**src/pkg/wwdt_pkg.sv**
```systemverilog
// Package for the windowed watchdog: offsets, fields, reset values, types.
// Assumes a 32-bit register port and one system clock.
package wwdt_pkg;

    localparam logic [3:0]  WWDT_OFS_RESTART   = 4'h0;
    localparam logic [3:0]  WWDT_OFS_MODE      = 4'h4;
    localparam logic [3:0]  WWDT_OFS_STATUS    = 4'h8;

    localparam logic [7:0]  WWDT_KEY           = 8'hA5;
    localparam int          WWDT_KEY_LSB       = 24;
    localparam int          WWDT_RESTART_BIT   = 0;

    localparam logic [31:0] WWDT_MODE_RESET    = 32'h3FFF2FFF;
    localparam int          WWDT_RELOAD_LSB    = 0;
    localparam int          WWDT_FIEN_BIT      = 12;
    localparam int          WWDT_RSTEN_BIT     = 13;
    localparam int          WWDT_RPROC_BIT     = 14;
    localparam int          WWDT_DIS_BIT       = 15;
    localparam int          WWDT_DELTA_LSB     = 16;
    localparam int          WWDT_DBGHLT_BIT    = 28;
    localparam int          WWDT_IDLEHLT_BIT   = 29;
    localparam int          WWDT_UNF_BIT       = 0;
    localparam int          WWDT_ERR_BIT       = 1;

    localparam int          WWDT_CNT_W         = 12;
    localparam int          WWDT_DIV_RATIO     = 128;
    localparam logic [6:0]  WWDT_DIV_LAST      = 7'h7F;

    typedef struct packed {
        logic [3:0]  addr;
        logic [31:0] wdata;
        logic        wr;
        logic        rd;
    } wwdt_req_t;

    typedef struct packed {
        logic                  idle_halt;
        logic                  debug_halt;
        logic [WWDT_CNT_W-1:0] restart_window_delta;
        logic                  timer_disable;
        logic                  processor_only_reset;
        logic                  fault_reset_enable;
        logic                  fault_irq_enable;
        logic [WWDT_CNT_W-1:0] counter_reload_value;
    } wwdt_mode_t;

endpackage : wwdt_pkg

```
**src/verilog/wwdt_top.sv**
```systemverilog
// Windowed watchdog core with key-protected restart and write-once mode.
// Assumes an asynchronous slow clock, debug and idle levels from pins, all synchronised here.
//
// What this block does
// Restart write needs key 0xA5, else dropped
// Keyed write with restart bit restarts
// Mode reload field loads 12-bit counter
// Restart accepted only when counter <= delta
// Early restart flags error, no restart
// Irq enable routes faults to interrupt
// Reset enable routes faults to reset
// Processor-only select picks reset kind
// Debug halt stops counter in debug
// Idle halt stops counter when idle
// Disable bit turns the timer off
// Underflow flag sticky until status read
// Error flag sticky until status read
// Slow clock /128 tick, divider restarts
// Underflow sets flag, asserts fault output
// Status read clears flags and outputs
// Mode register writable once, reloads counter
// Disabled counter holds, no underflow
//
// Local design decision: the plain strobed port.
`timescale 1ns/1ps
`default_nettype none

module wwdt_top
    import wwdt_pkg::*;
(
    input  wire logic        I_CLOCK,
    input  wire logic        I_RSTN,
    input  wire logic [3:0]  I_ADDR,
    input  wire logic [31:0] I_WDATA,
    input  wire logic        I_WR,
    input  wire logic        I_RD,
    input  wire logic        I_SLOW_CLK,
    input  wire logic        I_DEBUG,
    input  wire logic        I_IDLE,
    output logic      [31:0] O_RDATA,
    output logic             O_IRQ,
    output logic             O_FAULT_ALL,
    output logic             O_FAULT_PROC,
    output logic      [11:0] O_COUNT
);

    ////////////////////////////////////////////////////////////////////////
    // Pin synchronisers; slow clock edge seen after two flops
    logic [2:0] slow_r;
    logic [1:0] dbg_r;
    logic [1:0] idle_r;

    always_ff @(posedge I_CLOCK or negedge I_RSTN) begin
        if (!I_RSTN) begin
            slow_r <= 3'h0;
            dbg_r  <= 2'h0;
            idle_r <= 2'h0;
        end else begin
            slow_r <= {slow_r[1:0], I_SLOW_CLK};
            dbg_r  <= {dbg_r[0], I_DEBUG};
            idle_r <= {idle_r[0], I_IDLE};
        end
    end

    logic slow_rise;
    assign slow_rise = slow_r[1] & ~slow_r[2];

    ////////////////////////////////////////////////////////////////////////
    // Register port decode
    wwdt_req_t req;
    assign req = '{addr: I_ADDR, wdata: I_WDATA, wr: I_WR, rd: I_RD};

    logic key_ok;
    logic restart_wr;
    logic mode_wr;
    logic status_rd;
    assign key_ok     = req.wdata[WWDT_KEY_LSB +: $bits(WWDT_KEY)] == WWDT_KEY;
    assign restart_wr = req.wr && req.addr == WWDT_OFS_RESTART && key_ok
                        && req.wdata[WWDT_RESTART_BIT];
    assign status_rd  = req.rd && req.addr == WWDT_OFS_STATUS;

    ////////////////////////////////////////////////////////////////////////
    // Mode register, write-once
    wwdt_mode_t mode_r, mode_nxt;
    logic       locked_r, locked_nxt;

    assign mode_wr = req.wr && req.addr == WWDT_OFS_MODE && !locked_r;

    always_comb begin
        mode_nxt   = mode_r;
        locked_nxt = locked_r;
        if (mode_wr) begin
            mode_nxt   = '{idle_halt:            req.wdata[WWDT_IDLEHLT_BIT],
                           debug_halt:           req.wdata[WWDT_DBGHLT_BIT],
                           restart_window_delta: req.wdata[WWDT_DELTA_LSB +: WWDT_CNT_W],
                           timer_disable:        req.wdata[WWDT_DIS_BIT],
                           processor_only_reset: req.wdata[WWDT_RPROC_BIT],
                           fault_reset_enable:   req.wdata[WWDT_RSTEN_BIT],
                           fault_irq_enable:     req.wdata[WWDT_FIEN_BIT],
                           counter_reload_value: req.wdata[WWDT_RELOAD_LSB +: WWDT_CNT_W]};
            locked_nxt = 1'b1;
        end
    end

    ////////////////////////////////////////////////////////////////////////
    // Counter, divider and status
    logic [WWDT_CNT_W-1:0] cnt_r, cnt_nxt;
    logic [6:0]            div_r, div_nxt;
    logic                  unf_r, unf_nxt;
    logic                  err_r, err_nxt;
    logic                  in_window;
    logic                  halted;
    logic                  tick;
    logic                  underflow;
    logic                  early;

    assign in_window = cnt_r <= mode_r.restart_window_delta;
    assign early     = restart_wr && !in_window;
    // Error check runs even when disabled
    assign halted    = mode_r.timer_disable
                       || (mode_r.debug_halt && dbg_r[1])
                       || (mode_r.idle_halt && idle_r[1]);
    assign tick      = slow_rise && !halted && div_r == WWDT_DIV_LAST;
    assign underflow = tick && cnt_r == '0;

    always_comb begin
        cnt_nxt = cnt_r;
        div_nxt = div_r;
        if (mode_wr) begin
            cnt_nxt = req.wdata[WWDT_RELOAD_LSB +: WWDT_CNT_W];
            div_nxt = '0;
        end else if (restart_wr && in_window) begin
            cnt_nxt = mode_r.counter_reload_value;
            div_nxt = '0;
        end else if (slow_rise && !halted) begin
            div_nxt = div_r + 7'h01;
            if (tick) begin
                cnt_nxt = underflow ? mode_r.counter_reload_value : cnt_r - 12'h001;
            end
        end
    end

    // Set wins over the read clear
    always_comb begin
        unf_nxt = (unf_r && !status_rd) || underflow;
        err_nxt = (err_r && !status_rd) || early;
    end

    always_ff @(posedge I_CLOCK or negedge I_RSTN) begin
        if (!I_RSTN) begin
            mode_r   <= wwdt_mode_t'(WWDT_MODE_RESET[$bits(wwdt_mode_t)-1:0]);
            locked_r <= 1'b0;
            cnt_r    <= WWDT_MODE_RESET[WWDT_CNT_W-1:0];
            div_r    <= '0;
            unf_r    <= 1'b0;
            err_r    <= 1'b0;
        end else begin
            mode_r   <= mode_nxt;
            locked_r <= locked_nxt;
            cnt_r    <= cnt_nxt;
            div_r    <= div_nxt;
            unf_r    <= unf_nxt;
            err_r    <= err_nxt;
        end
    end

    ////////////////////////////////////////////////////////////////////////
    // Outputs, all registered
    logic [31:0] rdata_nxt;
    logic        irq_nxt;
    logic        fall_nxt;
    logic        fproc_nxt;
    logic        fault_any;

    assign fault_any = unf_nxt || err_nxt;

    always_comb begin
        rdata_nxt = 32'h0;
        if (req.rd) begin
            case (req.addr)
                WWDT_OFS_MODE: rdata_nxt = {2'h0, mode_r};
                WWDT_OFS_STATUS: begin
                    rdata_nxt[WWDT_UNF_BIT] = unf_r;
                    rdata_nxt[WWDT_ERR_BIT] = err_r;
                end
                default: rdata_nxt = 32'h0;
            endcase
        end
        irq_nxt   = mode_r.fault_irq_enable && fault_any;
        fall_nxt  = mode_r.fault_reset_enable && !mode_r.processor_only_reset && fault_any;
        fproc_nxt = mode_r.fault_reset_enable && fault_any;
    end

    always_ff @(posedge I_CLOCK or negedge I_RSTN) begin
        if (!I_RSTN) begin
            O_RDATA      <= 32'h0;
            O_IRQ        <= 1'b0;
            O_FAULT_ALL  <= 1'b0;
            O_FAULT_PROC <= 1'b0;
            O_COUNT      <= WWDT_MODE_RESET[WWDT_CNT_W-1:0];
        end else begin
            O_RDATA      <= rdata_nxt;
            O_IRQ        <= irq_nxt;
            O_FAULT_ALL  <= fall_nxt;
            O_FAULT_PROC <= fproc_nxt;
            O_COUNT      <= cnt_nxt;
        end
    end

    ////////////////////////////////////////////////////////////////////////
    // Checks
    a_bad_key_ignored: assert property (@(posedge I_CLOCK) disable iff (!I_RSTN)
        (req.wr && req.addr == WWDT_OFS_RESTART && !key_ok && !underflow && !tick)
        |=> (cnt_r == $past(cnt_r)))
        else $error("restart with bad key changed counter");

    a_restart_reload: assert property (@(posedge I_CLOCK) disable iff (!I_RSTN)
        (restart_wr && in_window) |=> (cnt_r == mode_r.counter_reload_value && div_r == '0))
        else $error("accepted restart did not reload");

    a_restart_bit_zero: assert property (@(posedge I_CLOCK) disable iff (!I_RSTN)
        (req.wr && req.addr == WWDT_OFS_RESTART && key_ok && !req.wdata[WWDT_RESTART_BIT] && !tick && !err_r)
        |=> (cnt_r == $past(cnt_r) && !err_r))
        else $error("restart with bit clear had an effect");

    a_reload_value: assert property (@(posedge I_CLOCK) disable iff (!I_RSTN)
        (underflow && !mode_wr) |=> (cnt_r == mode_r.counter_reload_value))
        else $error("underflow did not reload counter");

    a_window_no_error: assert property (@(posedge I_CLOCK) disable iff (!I_RSTN)
        (restart_wr && in_window && !err_r) |=> !err_r)
        else $error("restart inside window flagged error");

    a_early_error: assert property (@(posedge I_CLOCK) disable iff (!I_RSTN)
        early |=> err_r)
        else $error("early restart did not set error");

    a_early_no_reload: assert property (@(posedge I_CLOCK) disable iff (!I_RSTN)
        (early && !tick) |=> (cnt_r == $past(cnt_r)))
        else $error("early restart moved counter");

    a_underflow_flag: assert property (@(posedge I_CLOCK) disable iff (!I_RSTN)
        underflow |=> unf_r)
        else $error("underflow flag not set");

    a_unf_sticky: assert property (@(posedge I_CLOCK) disable iff (!I_RSTN)
        (unf_r && !status_rd) |=> unf_r)
        else $error("underflow flag dropped without read");

    a_err_sticky: assert property (@(posedge I_CLOCK) disable iff (!I_RSTN)
        (err_r && !status_rd) |=> err_r)
        else $error("error flag dropped without read");

    a_read_clears: assert property (@(posedge I_CLOCK) disable iff (!I_RSTN)
        (status_rd && !underflow && !early) |=> (!unf_r && !err_r && !O_IRQ && !O_FAULT_ALL && !O_FAULT_PROC))
        else $error("status read did not clear");

    a_irq_on_fault: assert property (@(posedge I_CLOCK) disable iff (!I_RSTN)
        (underflow && mode_r.fault_irq_enable) |=> O_IRQ)
        else $error("underflow did not raise interrupt");

    a_irq_gate: assert property (@(posedge I_CLOCK) disable iff (!I_RSTN)
        O_IRQ |-> $past(mode_r.fault_irq_enable))
        else $error("interrupt without enable");

    a_reset_gate: assert property (@(posedge I_CLOCK) disable iff (!I_RSTN)
        (O_FAULT_PROC || O_FAULT_ALL) |-> $past(mode_r.fault_reset_enable))
        else $error("reset request without enable");

    a_proc_only: assert property (@(posedge I_CLOCK) disable iff (!I_RSTN)
        O_FAULT_ALL |-> (O_FAULT_PROC && !$past(mode_r.processor_only_reset)))
        else $error("full reset despite processor-only");

    a_full_reset: assert property (@(posedge I_CLOCK) disable iff (!I_RSTN)
        (early && mode_r.fault_reset_enable && !mode_r.processor_only_reset) |=> O_FAULT_ALL)
        else $error("fault did not request full reset");

    a_debug_stop: assert property (@(posedge I_CLOCK) disable iff (!I_RSTN)
        (mode_r.debug_halt && dbg_r[1] && !mode_wr && !restart_wr) |=> ($stable(cnt_r) && $stable(div_r)))
        else $error("counter ran in debug halt");

    a_idle_stop: assert property (@(posedge I_CLOCK) disable iff (!I_RSTN)
        (mode_r.idle_halt && idle_r[1] && !mode_wr && !restart_wr) |=> ($stable(cnt_r) && $stable(div_r)))
        else $error("counter ran in idle halt");

    a_disabled_div: assert property (@(posedge I_CLOCK) disable iff (!I_RSTN)
        (mode_r.timer_disable && !mode_wr && !restart_wr) |=> $stable(div_r))
        else $error("divider ran while disabled");

    a_div_count: assert property (@(posedge I_CLOCK) disable iff (!I_RSTN)
        (slow_rise && !halted && !mode_wr && !restart_wr) |=> (div_r == $past(div_r) + 7'h01))
        else $error("divider missed a slow edge");

    a_tick_step: assert property (@(posedge I_CLOCK) disable iff (!I_RSTN)
        (tick && !underflow && !mode_wr && !restart_wr) |=> (cnt_r == $past(cnt_r) - 12'h001))
        else $error("counter did not step on tick");

    a_fault_output: assert property (@(posedge I_CLOCK) disable iff (!I_RSTN)
        (underflow && mode_r.fault_reset_enable) |=> O_FAULT_PROC)
        else $error("underflow did not request reset");

    a_disabled_hold: assert property (@(posedge I_CLOCK) disable iff (!I_RSTN)
        (mode_r.timer_disable && !mode_wr && !restart_wr) |=> $stable(cnt_r))
        else $error("disabled counter moved");

    a_mode_once: assert property (@(posedge I_CLOCK) disable iff (!I_RSTN)
        (locked_r && req.wr && req.addr == WWDT_OFS_MODE) |=> $stable(mode_r))
        else $error("mode changed after lock");

endmodule : wwdt_top

`default_nettype wire

```
**config.mk**
```make
export PLATFORM = sky130hd
export DESIGN_NAME = wwdt_top
export DESIGN_NICKNAME = d
export VERILOG_FILES = /design/src/pkg/wwdt_pkg.sv /design/src/verilog/wwdt_top.sv
export SDC_FILE = /design/constraint.sdc
export NUM_CORES = 1
export LEC_CHECK = 0
export BUFFER_PORTS_ARGS = -buffer_cell sky130_fd_sc_hd__buf_2
export CELL_PAD_IN_SITES_DETAIL_PLACEMENT = 0
export CELL_PAD_IN_SITES_GLOBAL_PLACEMENT = 2
export CORE_ASPECT_RATIO = 1.75
export CORE_MARGIN = 5
export CORE_UTILIZATION = 36
export CTS_CLUSTER_DIAMETER = 50
export DETAILED_ROUTE_END_ITERATION = 10
export PLACE_DENSITY_LB_ADDON = 0.1
export SYNTH_ARGS = -nofsm -noshare
export SYNTH_HDL_FRONTEND = slang
export SYNTH_SLANG_ARGS = --single-unit
```
**constraint.sdc**
```tcl
create_clock -name I_CLOCK -period 5.8 [get_ports I_CLOCK]
set_input_delay 1.16 -clock I_CLOCK [delete_from_list [all_inputs] [get_ports I_CLOCK]]
set_output_delay 1.16 -clock I_CLOCK [all_outputs]
set_load 0.01 [all_outputs]
```
Word-level counts from Yosys, hierarchy flattened
Cells that the tools add are included.
- add/sub/neg operators: 2
- order comparisons: 1
- equal/unequal tests: 4
- muxes and demuxes: 11
- bitwise operators: 2
- reductions and logical operators: 34
- operator list (cell ; number):
    12-bit 2-to-1 mux ; 5
    32-bit 2-to-1 mux ; 1
    28-bit 2-to-1 mux ; 1
    7-bit 2-to-1 mux ; 3
    1-bit logical AND ; 19
    12-bit less-or-equal comparator ; 1
    12-bit zero test ; 1
    12-bit by 1-bit subtractor with 12-bit output, second input constant ; 1
    8-bit equality test, second input constant ; 1
    7-bit by 1-bit adder with 7-bit output, second input constant ; 1
    7-bit equality test, second input constant ; 1
    3-bit nonzero test ; 2
    1-bit zero test ; 5
    1-bit logical OR ; 5
    4-bit by 3-bit equality test with 1-bit output, second input constant ; 1
    4-bit equality test, second input constant ; 1
    4-bit zero test ; 1
    2-bit case mux with 2 select lines ; 1
    2-bit AND reduction ; 1
    1-bit AND ; 1
    1-bit NOT ; 1
- bits in registers: 94
- input port bits: 43
- output and inout port bits: 47
- logic and storage cells: 74

Depth between registers and ports, before layout
Gate-level depths: netlist (run 1).
- depth in word-level cells: 12
- depth in mapped cells: 12
- gate-level depth less buffers: 10

Worst setup path before layout (run 1)
No wires, ideal clock.
- kind: input-to-reg
- start point: input port I_ADDR[3]
- end point: register O_COUNT[8]
- setup time: 0.077 ns
- arrival time: 2.856 ns
- required time: 5.723 ns
- setup slack: 2.867 ns
- cell stages on the path: 9
- buffers on the path: 2
- cell sequence: nor4b_1 > nand4_1 > or4_4 > o21ai_2 > or2_1 > buf_2 > buf_4 > nor2_1 > a31oi_1
- cells in the longest elaborated chain, start to end: 7
- elaborated cells on any way between the ends: 13
- those cells by class: 1 x eq/ne; 2 x mux; 10 x reduce/logical
- ends and longest elaborated chain (element ; RTL line ; source):
    from (decl) ; wwdt_top.sv:33 ; input wire logic [3:0] I_ADDR,
    4-bit zero test ; wwdt_top.sv:78 ; assign restart_wr = req.wr && req.addr == WWDT_OFS_RESTART && key_ok
    1-bit logical AND (2 in a row) ; wwdt_top.sv:78 ;
    1-bit logical AND ; wwdt_top.sv:79 ; && req.wdata[WWDT_RESTART_BIT];
    1-bit logical AND ; wwdt_top.sv:132 ; end else if (restart_wr && in_window) begin
    3-bit nonzero test (no source line) / 12-bit 2-to-1 mux (equally long branches) ; n/a ;
    2-bit AND reduction (no source line) / 12-bit 2-to-1 mux (equally long branches) ; n/a ;
    to (signal assigned) ; wwdt_top.sv:200 ; O_COUNT <= WWDT_MODE_RESET[WWDT_CNT_W-1:0];
    to (signal assigned) ; wwdt_top.sv:206 ; O_COUNT <= cnt_nxt;
    to (decl) ; wwdt_top.sv:44 ; output logic [11:0] O_COUNT
Several ways; a longest one is shown, not always the timed one.
A chain may end at the register's enable or synchronous reset.

Worst setup path in the final report (run 1)
- start point: input port I_ADDR[3]
- end point: register O_COUNT[1]
Same word-level chain as after synthesis.

==> results of run 1 <==
power groups by stage:
stage / Sequential (uW) / Combinational (uW) / Clock (uW)
6_report: 964 / 464 / 574
5_1_grt: 989 / 534 / 616
4_1_cts: 967 / 476 / 594
3_5_place_dp: 978 / 470 / 0
3_3_place_gp: 974 / 457 / 0
2_1_floorplan: 950 / 307 / 0
worst max-delay path: stages:
cell and delay (ps):
buf_2 120, nor4b_1 370, nand4_1 160, or4_4 580, o21ai_2 500, or2_1 540, o21ai_0 180, o22ai_1 160
cells by family (layout without fill, tap and decap cells):
kind of cell / count (synthesis) / count (layout)
flops: 92 / 92
mux: 2 / 2
compound gates: 58 / 58
xor+xnor: 12 / 12
simple gates: 191 / 191
fa+ha+maj: 15 / 15
other cells: 1 / 2
buf+inv: 31 / 121
Yosys cell counts, types with 2 or more instances:
cell type / count
or3_1: 2
nor2_1: 29
xnor2_1: 3
dfrtp_1: 53
and2_1: 19
inv_1: 13
xor2_1: 9
nor2b_1: 6
o21ai_2: 2
a21o_1: 2
nand2_1: 82
o211ai_1: 8
buf_2: 3
a211oi_1: 2
mux2i_1: 2
a22o_1: 2
clkbuf_1: 9
nand2b_1: 9
a31oi_1: 9
ha_1: 15
nor3_1: 16
nor4_1: 3
buf_4: 3
o21ai_0: 17
nand3_1: 4
a21oi_1: 6
nor4b_1: 2
nand4_1: 7
dfstp_2: 39
nor3b_1: 2
cell type report:
cell class | instances | area share [%]
Multi-Input combinational cell | 280 | 33.0
Clock buffer | 9 | 4.52
Tap cell | 135 | 3.39
Sequential cell | 92 | 47.2
Timing Repair Buffer | 92 | 9.54
Inverter | 13 | 0.979
Clock inverter | 7 | 1.38
flip-flops by register name, indices dropped and copies added, names as in the netlist:
register,flops
O_RDATA,30
O_FAULT_PROC,1
mode_r,30
idle_r,2
O_COUNT,12
unf_r,1
dbg_r,2
O_FAULT_ALL,1
O_IRQ,1
slow_r,3
err_r,1
locked_r,1
div_r,7
how the worst min path moves through the flow:
stage,endpoint,depth (start not counted)
after global routing,idle_r[1]$_DFF_PN0_,0
after CTS,idle_r[1]$_DFF_PN0_,0
final,idle_r[1]$_DFF_PN0_,0
after global placement,idle_r[1]$_DFF_PN0_,0
after detailed placement,idle_r[1]$_DFF_PN0_,0
after floorplan,dbg_r[1]$_DFF_PN0_,0
layer usage:
layer	wire, um	track usage, %
met4	212	5.66
met2	5550	27.8
met3	497	4.60
met5	0	0
met1	4200	18.2
per-stage QoR:
| step | utilization (%) | total power (uW) | worst slack [ps] |
|---|---|---|---|
| after floorplan | - | 1260 | 2870 |
| after global placement | 41.0 | 1430 | 2100 |
| after detailed placement | 41.0 | 1450 | 1960 |
| after CTS | 43.5 | 2040 | 2320 |
| after global routing | 43.5 | 2140 | 2120 |
| final | 43.5 | 2000 | 2320 |
==> results by group, run 1 <==
Setup path
  • R2R Setup Slk: 2810 ps
  • Crit path to: O_COUNT[1]$_DFFE_PN1P_
  • CP Max Fanout: 18
  • Worst Setup End Kind: register
  • Worst setup path startpoint: I_ADDR[3]
  • RR Endpoint: O_COUNT[0]$_DFFE_PN1P_
  • Worst reg-to-reg path cell count: 9
  • Origin of the critical flop-to-flop path: O_COUNT[0]$_DFFE_PN1P_
  • Crit path launch type: primary input
  • Worst EP arrival: 3750 ps
  • WS Path Type: primary input to register
  • Req. time, crit path: 6070 ps

Status
  • Status: finished, final reports clean

Clock network
  • CTS H-tree depth: 3
  • Max Root-Sink Buffers: 2
  • CTS root buffer: clkbuf_16
  • Hold buffers post-CTS: 0
  • # Post-CTS Setup Buffers: 0
  • Post-cts gate resize count: 0
  • CTS clk-pin slew, worst paths: 70 ps
  • CTS tree: done
  • CTS buffer count: 9
  • Worst-Skew Late Latency: 350 ps
  • CTS sink count: 92

Routing
  • Vias/cell: 4.88
  • DR iter-0 viols: 97
  • DRT Pass-1 Iters: 4
  • Wire length per cell: 16.7 um
  • Post-DRT Antenna Nets: 0
  • Routed WL: 10.5 mm
  • Via count: 3067
  • DRC: 0

Placed design
  • Placed insts: 612
  • Hpwl dp: 7.74 mm
  • Area of placed instances: 4690 um^2
  • Routability cong.: 0.802
  • IO Port Bufs: 87

Final layout
  • # nets final: 546
  • Register area: 2350 um^2
  • Layout cells sized above 1: 32.0%
  • Layout area overhead: 20.3%
  • Cell Count, Final, Fillers Out: 628
  • Multi-input logic area: 1650 um^2
  • Filler Cell Count: 1178
  • Most common cell after layout, fill and taps aside: buf_2
  • Commonest non-fill, non-tap cells in the layout: 86 x buf_2, 82 x nand2_1, 53 x dfrtp_1
  • Antenna cell count: 0
  • Design area: 4980 um^2

Power
  • P_leak: 0.00241 uW
  • Sequential fraction of design power: 48.2%
  • Clk pwr share: 28.7%
  • Maximum vdd drop: 0.207 mV
  • Internal power: 1340 uW
  • NetSw: 661 uW
  • Switching share of power: 33.0%
  • Pwr per Cell Area: 402 nW/um^2
  • Logic pwr share: 23.2%

Logic synthesis
  • Warnings from Yosys: 0
  • Post-synth EDFFs: 0
  • Asr flop ratio synth: 100%
  • Post-synthesis mux area share: 0.483%
  • Main synth FF type: dfrtp_1
  • Syn Inst Count: 402
  • Synth unique cells: 54
  • Post-synth top area share: 32.0%
  • Post-synthesis adder-cell area fraction: 4.53%
  • Largest family of logic cells by synthesized area: simple AND/OR/NAND/NOR gates
  • Yosys reg bits: 92
  • Compound-gate portion of the synthesized area: 9.30%
  • Xor/xnor share of the synthesized area: 2.54%
  • Sequential area share after synthesis: 56.8%
  • Synth Area per Inst: 10.3 um^2
  • Mapped Area: 4140 um^2
  • Synth area leaders: dfrtp_1 32%, dfstp_2 25%, nand2_1 7.4%, ha_1 4.5%, and2_1 2.9%
  • Yosys top cell by area: dfrtp_1
  • Simple-Gate Fraction of Synth Area: 22.6%

Global route
  • Largest net degree at the start of global routing: 56
  • Overflow after GRT: 0
  • Total track usage: 15.9%
  • Number of global-route vias before repair: 3353
  • Initial antenna violation count: 0
  • First-pass GRT wire length: 17.4 mm

STA
  • Clock Skews: 6.92 ps
  • Fin crit period: 3480 ps
  • Final setup fails: 0
  • Count of final hold-check violations: 0
  • Pins Over Slew Limit: 0
  • Setup_tns: 0 ps
  • Hold WS: 352 ps
  • Slew @ Worst Pin: 870 ps
  • Peak Freq: 287 MHz
  • Worst rel slew slack: 42.0%
  • RSZ-0062 raised after global routing: false
  • Ratio of final minimum period to clock period: 60.1%

Hold path
  • Worst min path class: register to register
  • Hold Startpoint: idle_r[0]$_DFF_PN0_

Floorplan
  • I/O pin total: 90
  • Die Span Y: 152 um
  • Initial core utilization: 36.2%
  • Core Box Area: 11500 um^2
  • Die Width: 91.1 um
  • Cell Rows: 52
  • Die area: 13800 um^2

Flow run
  • Max-cap violations: 0
Power figures use the tool's default switching activity.
==> inputs of run 2 (changes only) <==
CORE_UTILIZATION = 34   (was 36)
clock period = 3.25 ns   (was 5.8 ns; I/O delays follow)
==> results by group, run 2 (same netlist as run 1, synthesis figures left out) <==
Final layout
  • Layout area overhead: 23.5%
  • # nets final: 554 (+1.5%)
  • Multi-input logic area: 1650 um^2 (unchanged)
  • Commonest non-fill, non-tap cells in the layout: 86 x buf_2, 82 x nand2_1, 53 x dfrtp_1
  • Biggest registers after layout: O_RDATA x30, mode_r x30, O_COUNT x12
  • Antenna cell count: 0 (unchanged)
  • Filler Cell Count: 1199 (+1.8%)
  • Register area: 2350 um^2 (unchanged)
  • Layout cells sized above 1: 33.1% (+1.1 points)
  • Most common cell after layout, fill and taps aside: buf_2

Setup path
  • Origin of the critical flop-to-flop path: mode_r[28]$_DFFE_PN1P_
  • R2R Setup Slk: 650 ps (-2160 ps)
  • Crit path launch type: register
  • CP Max Fanout: 20 (+2)
  • Worst Setup End Kind: register
  • Worst reg-to-reg path cell count: 9 (unchanged)
  • Critical-path cell list: a221o_2 > nor3b_4 > and4_4 > nand3_2 > o21ai_2 > buf_4 > or2b_1 > o211ai_1 > a31oi_1
  • WS Path Type: register to register
  • CP peak stage delay: 410 ps (-170 ps)
  • RR Endpoint: O_COUNT[2]$_DFFE_PN1P_
  • Req. time, crit path: 3510 ps (-2560 ps)
  • Worst EP arrival: 2860 ps (-890 ps)
  • Slowest cell on crit path: nor3b_4

Floorplan
  • Initial core utilization: 34.5% (-1.7 points)
  • Die area: 14600 um^2 (+5.4%)
  • Core Box Area: 12000 um^2 (+4.8%)
  • Die Span Y: 156 um (+2.7%)
  • Cell Rows: 53 (+1.9%)
  • I/O pin total: 90 (unchanged)
  • Die Width: 93.4 um (+2.6%)

Placed design
  • Hpwl dp: 7.92 mm (+2.4%)
  • Routability cong.: 0.828 (+3.3%)
  • Setup WS pre-CTS: 427 ps (-1540 ps)
  • IO Port Bufs: 87 (unchanged)

Clock network
  • CTS sink count: 92 (unchanged)
  • CTS H-tree depth: 3 (unchanged)
  • CTS tree: done
  • CTS buffer count: 9 (unchanged)
  • CTS root buffer: clkbuf_16
  • Post-cts gate resize count: 0 (unchanged)
  • Hold buffers post-CTS: 0 (unchanged)
  • Max Root-Sink Buffers: 2 (unchanged)
  • Worst-Skew Late Latency: 340 ps (about the same)
  • CTS clk-pin slew, worst paths: 70 ps (about the same)
  • # Post-CTS Setup Buffers: 0 (unchanged)

Routing
  • Routed WL: 10.8 mm (+3.1%)
  • Met2 WL: 5.62 mm (+1.3%)
  • Highest routed layer: met4
  • Met3 wire length: 399 um (-20%)
  • Met1 wire length: 4.52 mm (+7.4%)
  • DRC: 0 (unchanged)
  • Vias/cell: 4.70 (-3.7%)
  • Post-DRT Antenna Nets: 0 (unchanged)
  • Via count: 3132 (+2.1%)
  • DR iter-0 viols: 134 (+38%)
  • Wire length per cell: 16.2 um (-2.8%)
  • DRT Pass-1 Iters: 4 (unchanged)

Hold path
  • Worst min path class: register to register
  • Worst Hold Path EP: slow_r[1]$_DFF_PN0_
  • Hold Path Depth: 0 (unchanged)
  • Hold Startpoint: slow_r[0]$_DFF_PN0_

STA
  • Pins Over Slew Limit: 0 (unchanged)
  • Count of final hold-check violations: 0 (unchanged)
  • Fin crit period: 2600 ps
  • Setup_tns: 0 ps (unchanged)
  • Clock Skews: 9.01 ps (+2.09 ps)
  • Final setup margin: 654 ps (-1660 ps)
  • Peak Freq: 385 MHz
  • Slew @ Worst Pin: 1020 ps (+153 ps)
  • Worst rel slew slack: 31.8% (-10 points)
  • Final setup fails: 0 (unchanged)
  • Ratio of final minimum period to clock period: 79.9%
  • RSZ-0062 raised after global routing: false

Flow run
  • Max-cap violations: 0 (unchanged)

Power
  • Pwr per Cell Area: 727 nW/um^2 (+81%)
  • Sequential fraction of design power: 45.8% (-2.4 points)
  • NetSw: 1170 uW (+77%)
  • Internal power: 2550 uW (+90%)
  • Logic pwr share: 22.9% (-0.3 points)
  • P_leak: 0.00246 uW (+2.2%)
  • Clk pwr share: 31.3% (+2.6 points)
  • Switching share of power: 31.4% (-1.6 points)
  • Maximum vdd drop: 0.293 mV (+41%)

Global route
  • First-pass GRT wire length: 17.4 mm (+0.44%)
  • Number of global-route vias before repair: 3281 (-2.1%)
  • Overflow after GRT: 0 (unchanged)
  • Total track usage: 15.5% (-0.41 points)
  • Largest net degree at the start of global routing: 83 (+48%)
  • Initial antenna violation count: 0 (unchanged)

Status
  • Status: finished, final reports clean
run 2: cell types whose count changed in the layout (fill, tap and decap cells not counted):
cell        before  now
clkinvlp_4       0    1
inv_8            3    1
bufinv_16        0    2
clkinv_4         4    1
buf_4            6   14
inv_6            0    2
run 2: how the worst max path moves through the flow:
| stage | start | to | slack (ps) | cells past startpoint |
|---|---|---|---|---|
| after detailed placement | I_ADDR[3] | O_COUNT[7]$_DFFE_PN1P_ | 430 | 9 |
| after floorplan | O_COUNT[0]$_DFFE_PN1P_ | O_COUNT[1]$_DFFE_PN1P_ | 810 | 11 |
| final | mode_r[28]$_DFFE_PN1P_ | O_COUNT[2]$_DFFE_PN1P_ | 650 | 9 |
| after global routing | O_COUNT[6]$_DFFE_PN1P_ | O_COUNT[2]$_DFFE_PN1P_ | 490 | 9 |
| after CTS | mode_r[28]$_DFFE_PN1P_ | O_COUNT[2]$_DFFE_PN1P_ | 610 | 9 |
| after global placement | I_ADDR[3] | O_COUNT[7]$_DFFE_PN1P_ | 500 | 9 |
run 2: cell type report:
| cell class | count | area share, % |
|---|---|---|
| Tap cell | 165 | 4.03 |
| Clock buffer | 9 | 4.40 |
| Inverter | 13 | 0.954 |
| Clock inverter | 7 | 2.05 |
| Sequential cell | 92 | 45.9 |
| Multi-Input combinational cell | 280 | 32.2 |
| Timing Repair Buffer | 100 | 10.5 |
run 2: power groups by stage:
stage	Combinational [uW]	Clock [uW]	Sequential [uW]
floorplan	547	0	1690
global placement	846	0	1730
detailed placement	867	0	1730
CTS	874	1200	1710
global route	976	1250	1750
finish	854	1160	1710
run 2: critical path: cells and delay by family (launching register included):
family | cells | cell delay (ps)
AOI/OAI and AO/OA | 4 | 720
and+or+nand+nor | 4 | 1140
DFF | 1 | 380
buffers and inverters | 1 | 260
run 2: stage by stage:
step	std cells	total power [uW]	hold WS (ps)	cell area, um^2	utilization (%)
2_1_floorplan	403	2240	331	4150	-
3_3_place_gp	650	2570	335	4790	39.9
3_5_place_dp	650	2600	335	4790	39.9
4_1_cts	666	3790	351	5120	42.6
5_1_grt	666	3970	355	5120	42.6
6_report	666	3720	349	5120	42.6
run 2: layer usage:
| layer | global-route usage, % | up-vias |
|---|---|---|
| met5 | 0 | - |
| met4 | 6.01 | 0 |
| met3 | 3.23 | 17 |
| met2 | 26.9 | 63 |
| met1 | 18.6 | 1513 |
| li1 | - | 1539 |
==> inputs of run 3 (changes only) <==
ABC_AREA = 1   (was unset)
CORE_UTILIZATION = 29   (was 34)
clock period = 2.29 ns   (was 3.25 ns; I/O delays follow)
==> results by group, run 3 <==
Final layout
  • Layout area overhead: 25.9%
  • Filler Cell Count: 1630 (+36%)
  • Biggest registers after layout: O_RDATA x30, mode_r x30, O_COUNT x12
  • # nets final: 705 (+27%)
  • Multi-input logic area: 1830 um^2 (+11%)
  • Most common cell after layout, fill and taps aside: nand2_1
  • Design area: 5730 um^2 (+12%)
  • Commonest non-fill, non-tap cells in the layout: 144 x nand2_1, 86 x buf_2, 66 x inv_1, 66 x nor2_1, 53 x dfrtp_1
  • Antenna cell count: 0 (unchanged)
  • Layout cells sized above 1: 31.3% (-1.8 points)
  • Cell Count, Final, Fillers Out: 838 (+26%)
  • Register area: 2350 um^2 (unchanged)

Floorplan
  • Die area: 18400 um^2 (+26%)
  • Initial core utilization: 29.6% (-5.0 points)
  • Core Box Area: 15400 um^2 (+28%)
  • I/O pin total: 90 (unchanged)
  • Cell Rows: 60 (+13%)
  • Die Span Y: 176 um (+13%)
  • Die Width: 105 um (+12%)

Clock network
  • CTS tree: done
  • Hold buffers post-CTS: 0 (unchanged)
  • CTS clk-pin slew, worst paths: 70 ps (about the same)
  • Max Root-Sink Buffers: 2 (unchanged)
  • CTS buffer count: 9 (unchanged)
  • CTS root buffer: clkbuf_16
  • Worst-Skew Late Latency: 350 ps (about the same)
  • CTS sink count: 92 (unchanged)
  • CTS H-tree depth: 3 (unchanged)

Global route
  • Overflow after GRT: 0 (unchanged)
  • First-pass GRT wire length: 22.0 mm (+26%)
  • Largest net degree at the start of global routing: 40 (-52%)
  • Number of global-route vias before repair: 4060 (+24%)
  • Total track usage: 15.2% (-0.31 points)
  • Initial antenna violation count: 0 (unchanged)

Power
  • Clk pwr share: 45.3% (+14 points)
  • Maximum vdd drop: 0.428 mV (+46%)
  • Pwr per Cell Area: 639 nW/um^2 (-12%)
  • NetSw: 886 uW (-24%)
  • Switching share of power: 24.2% (-7.2 points)
  • Logic pwr share: 8.1% (-15 points)
  • P_leak: 0.00339 uW (+38%)
  • Sequential fraction of design power: 46.6% (+0.8 points)
  • Internal power: 2770 uW (+8.6%)

Logic synthesis
  • Main synth FF type: dfrtp_1
  • Yosys reg bits: 92 (unchanged)
  • Top post-synthesis cells by count: 147 x nand2_1, 68 x nor2_1, 66 x inv_1
  • Synth Area per Inst: 8.50 um^2 (-18%)
  • Sequential area share after synthesis: 51.7% (-5.1 points)
  • Asr flop ratio synth: 100% (unchanged)
  • Yosys top cell by area: dfrtp_1
  • Post-synth EDFFs: 0 (unchanged)
  • Count leader, synth: nand2_1
  • Warnings from Yosys: 0 (unchanged)
  • Mapped Area: 4550 um^2 (+9.8%)
  • Synth unique cells: 38 (-30%)
  • Synth area leaders: dfrtp_1 29%, dfstp_2 23%, nand2_1 12%, nor2_1 5.6%, inv_1 5.4%
  • Post-synth top area share: 29.2% (-2.9 points)
  • Syn Inst Count: 535 (+33%)

Routing
  • Post-DRT Antenna Nets: 0 (unchanged)
  • Vias/cell: 4.51 (-4.1%)
  • DR iter-0 viols: 94 (-30%)
  • DRT Pass-1 Iters: 5 (+1)
  • Via count: 3780 (+21%)
  • Wire length per cell: 16.3 um (+0.93%)
  • DRC: 0 (unchanged)
  • Routed WL: 13.7 mm (+27%)

Setup path
  • Slowest cell on crit path: dfstp_2
  • Worst EP arrival: 2390 ps (-470 ps)
  • Crit path buf inv count: 3 (+2)
  • Crit path launch type: register
  • Top delay family on crit path: simple AND/OR/NAND/NOR gates
  • Worst Setup End Kind: register
  • CP Max Fanout: 6 (-70%)
  • CP peak stage delay: 510 ps (+100 ps)
  • WS Path Type: register to register
  • Critical-path cell list: inv_1 > ha_1 > nand2_1 > inv_1 > nand2_1 > nor2_2 > nand4_1 > nand2_2 > nand2_2 > nand2_2 > clkbuf_4 > nor2_1 > a21oi_2
  • Req. time, crit path: 2570 ps (-940 ps)
  • Most frequent CP cell: nand2_2

Status
  • Status: finished, final reports clean

Placed design
  • Placed insts: 819 (+26%)
  • Hpwl dp: 10.7 mm (+35%)
  • IO Port Bufs: 87 (unchanged)
  • Routability cong.: 0.830 (+0.25%)
  • Area of placed instances: 5340 um^2 (+12%)

STA
  • Peak Freq: 474 MHz (+23%)
  • Hold WS: 91.0 ps (-258 ps)
  • Final setup fails: 0 (unchanged)
  • Fin crit period: 2110 ps (-487 ps)
  • Worst rel slew slack: 62.7% (+31 points)
  • Slew @ Worst Pin: 560 ps (-464 ps)
  • Ratio of final minimum period to clock period: 92.1% (+12 points)
  • Clock Skews: 7.95 ps (-1.06 ps)
  • Count of final hold-check violations: 0 (unchanged)
  • Pins Over Slew Limit: 0 (unchanged)

Hold path
  • Worst min path class: primary input to asynchronous set/reset pin

Flow run
  • Max-cap violations: 0 (unchanged)
## run 3: cell count changes after synthesis, sizes merged, moves of 6 or more
cell | previous run | this run
nand3 | 5 | 30
o211ai | 8 | 0
nor2b | 6 | 0
a31oi | 9 | 0
nand2 | 82 | 151
and2 | 20 | 0
a21oi | 6 | 13
inv | 13 | 67
nor2 | 29 | 75
nand2b | 9 | 0
nor3 | 16 | 6
o21ai | 20 | 36
## run 3: path summary, 6_finish.rpt
kind                                         from                     end  slack [ps]  depth (start not counted)
min reg2reg                   slow_r[0]$_DFF_PN0_     slow_r[1]$_DFF_PN0_         350                          0
min                                        I_RSTN   O_RDATA[23]$_DFF_PN0_          90                          1
max reg2reg                mode_r[27]$_DFFE_PN1P_  O_COUNT[0]$_DFFE_PN1P_         180                         13
min in group I_CLOCK                   I_SLOW_CLK     slow_r[0]$_DFF_PN0_         210                          1
max                        mode_r[27]$_DFFE_PN1P_  O_COUNT[0]$_DFFE_PN1P_         180                         13
max in group asynchronous                  I_RSTN   mode_r[9]$_DFFE_PN1P_        1540                          2
## run 3: routing by layer
layer	part of all wire (%)	global-route usage [%]	routed length, um
met1	40	17.4	5500
met2	53	27.5	7310
met3	3.9	2.54	531
met4	2.6	6.56	355
met5	0	0	0
## run 3: repair_timing
item | in CTS | in global routing
endpoints found under the setup margin | 0 | 17
resized for setup | 0 | 14
buffers inserted | 0 | 2
## run 3: kinds of logic after synthesis
logic type	synth area share [%]
simple gates	26.2
flops	51.7
buf+inv	8.47
compound gates	7.10
fa+ha+maj	4.13
xor+xnor	2.31
other cells	0.0825
## run 3: layout make-up
cell class	instances	share of cell area [%]
Clock buffer	10	4.00
Clock inverter	6	1.68
Inverter	68	4.55
Multi-Input combinational cell	358	32.0
Sequential cell	92	41.1
Tap cell	186	4.06
Timing Repair Buffer	118	12.6
## run 3: power groups by stage
stage	sequential, uW	combinational, uW	clock (uW)
after CTS	1700	307	1710
after global placement	1730	304	0
final	1700	298	1660
after floorplan	1740	144	0
after global routing	1710	340	1780
after detailed placement	1730	305	0
## run 3: through the flow
| step | TNS [ps] | util [%] | worst slack [ps] | power (uW) |
|---|---|---|---|---|
| 2_1_floorplan | 0 | - | 340 | 1880 |
| 3_3_place_gp | 0 | 34.7 | 125 | 2040 |
| 3_5_place_dp | 0 | 34.7 | 45.5 | 2040 |
| 4_1_cts | 0 | 36.8 | 39.2 | 3720 |
| 5_1_grt | -3.64 | 37.2 | -2.05 | 3830 |
| 6_report | 0 | 37.2 | 181 | 3660 |
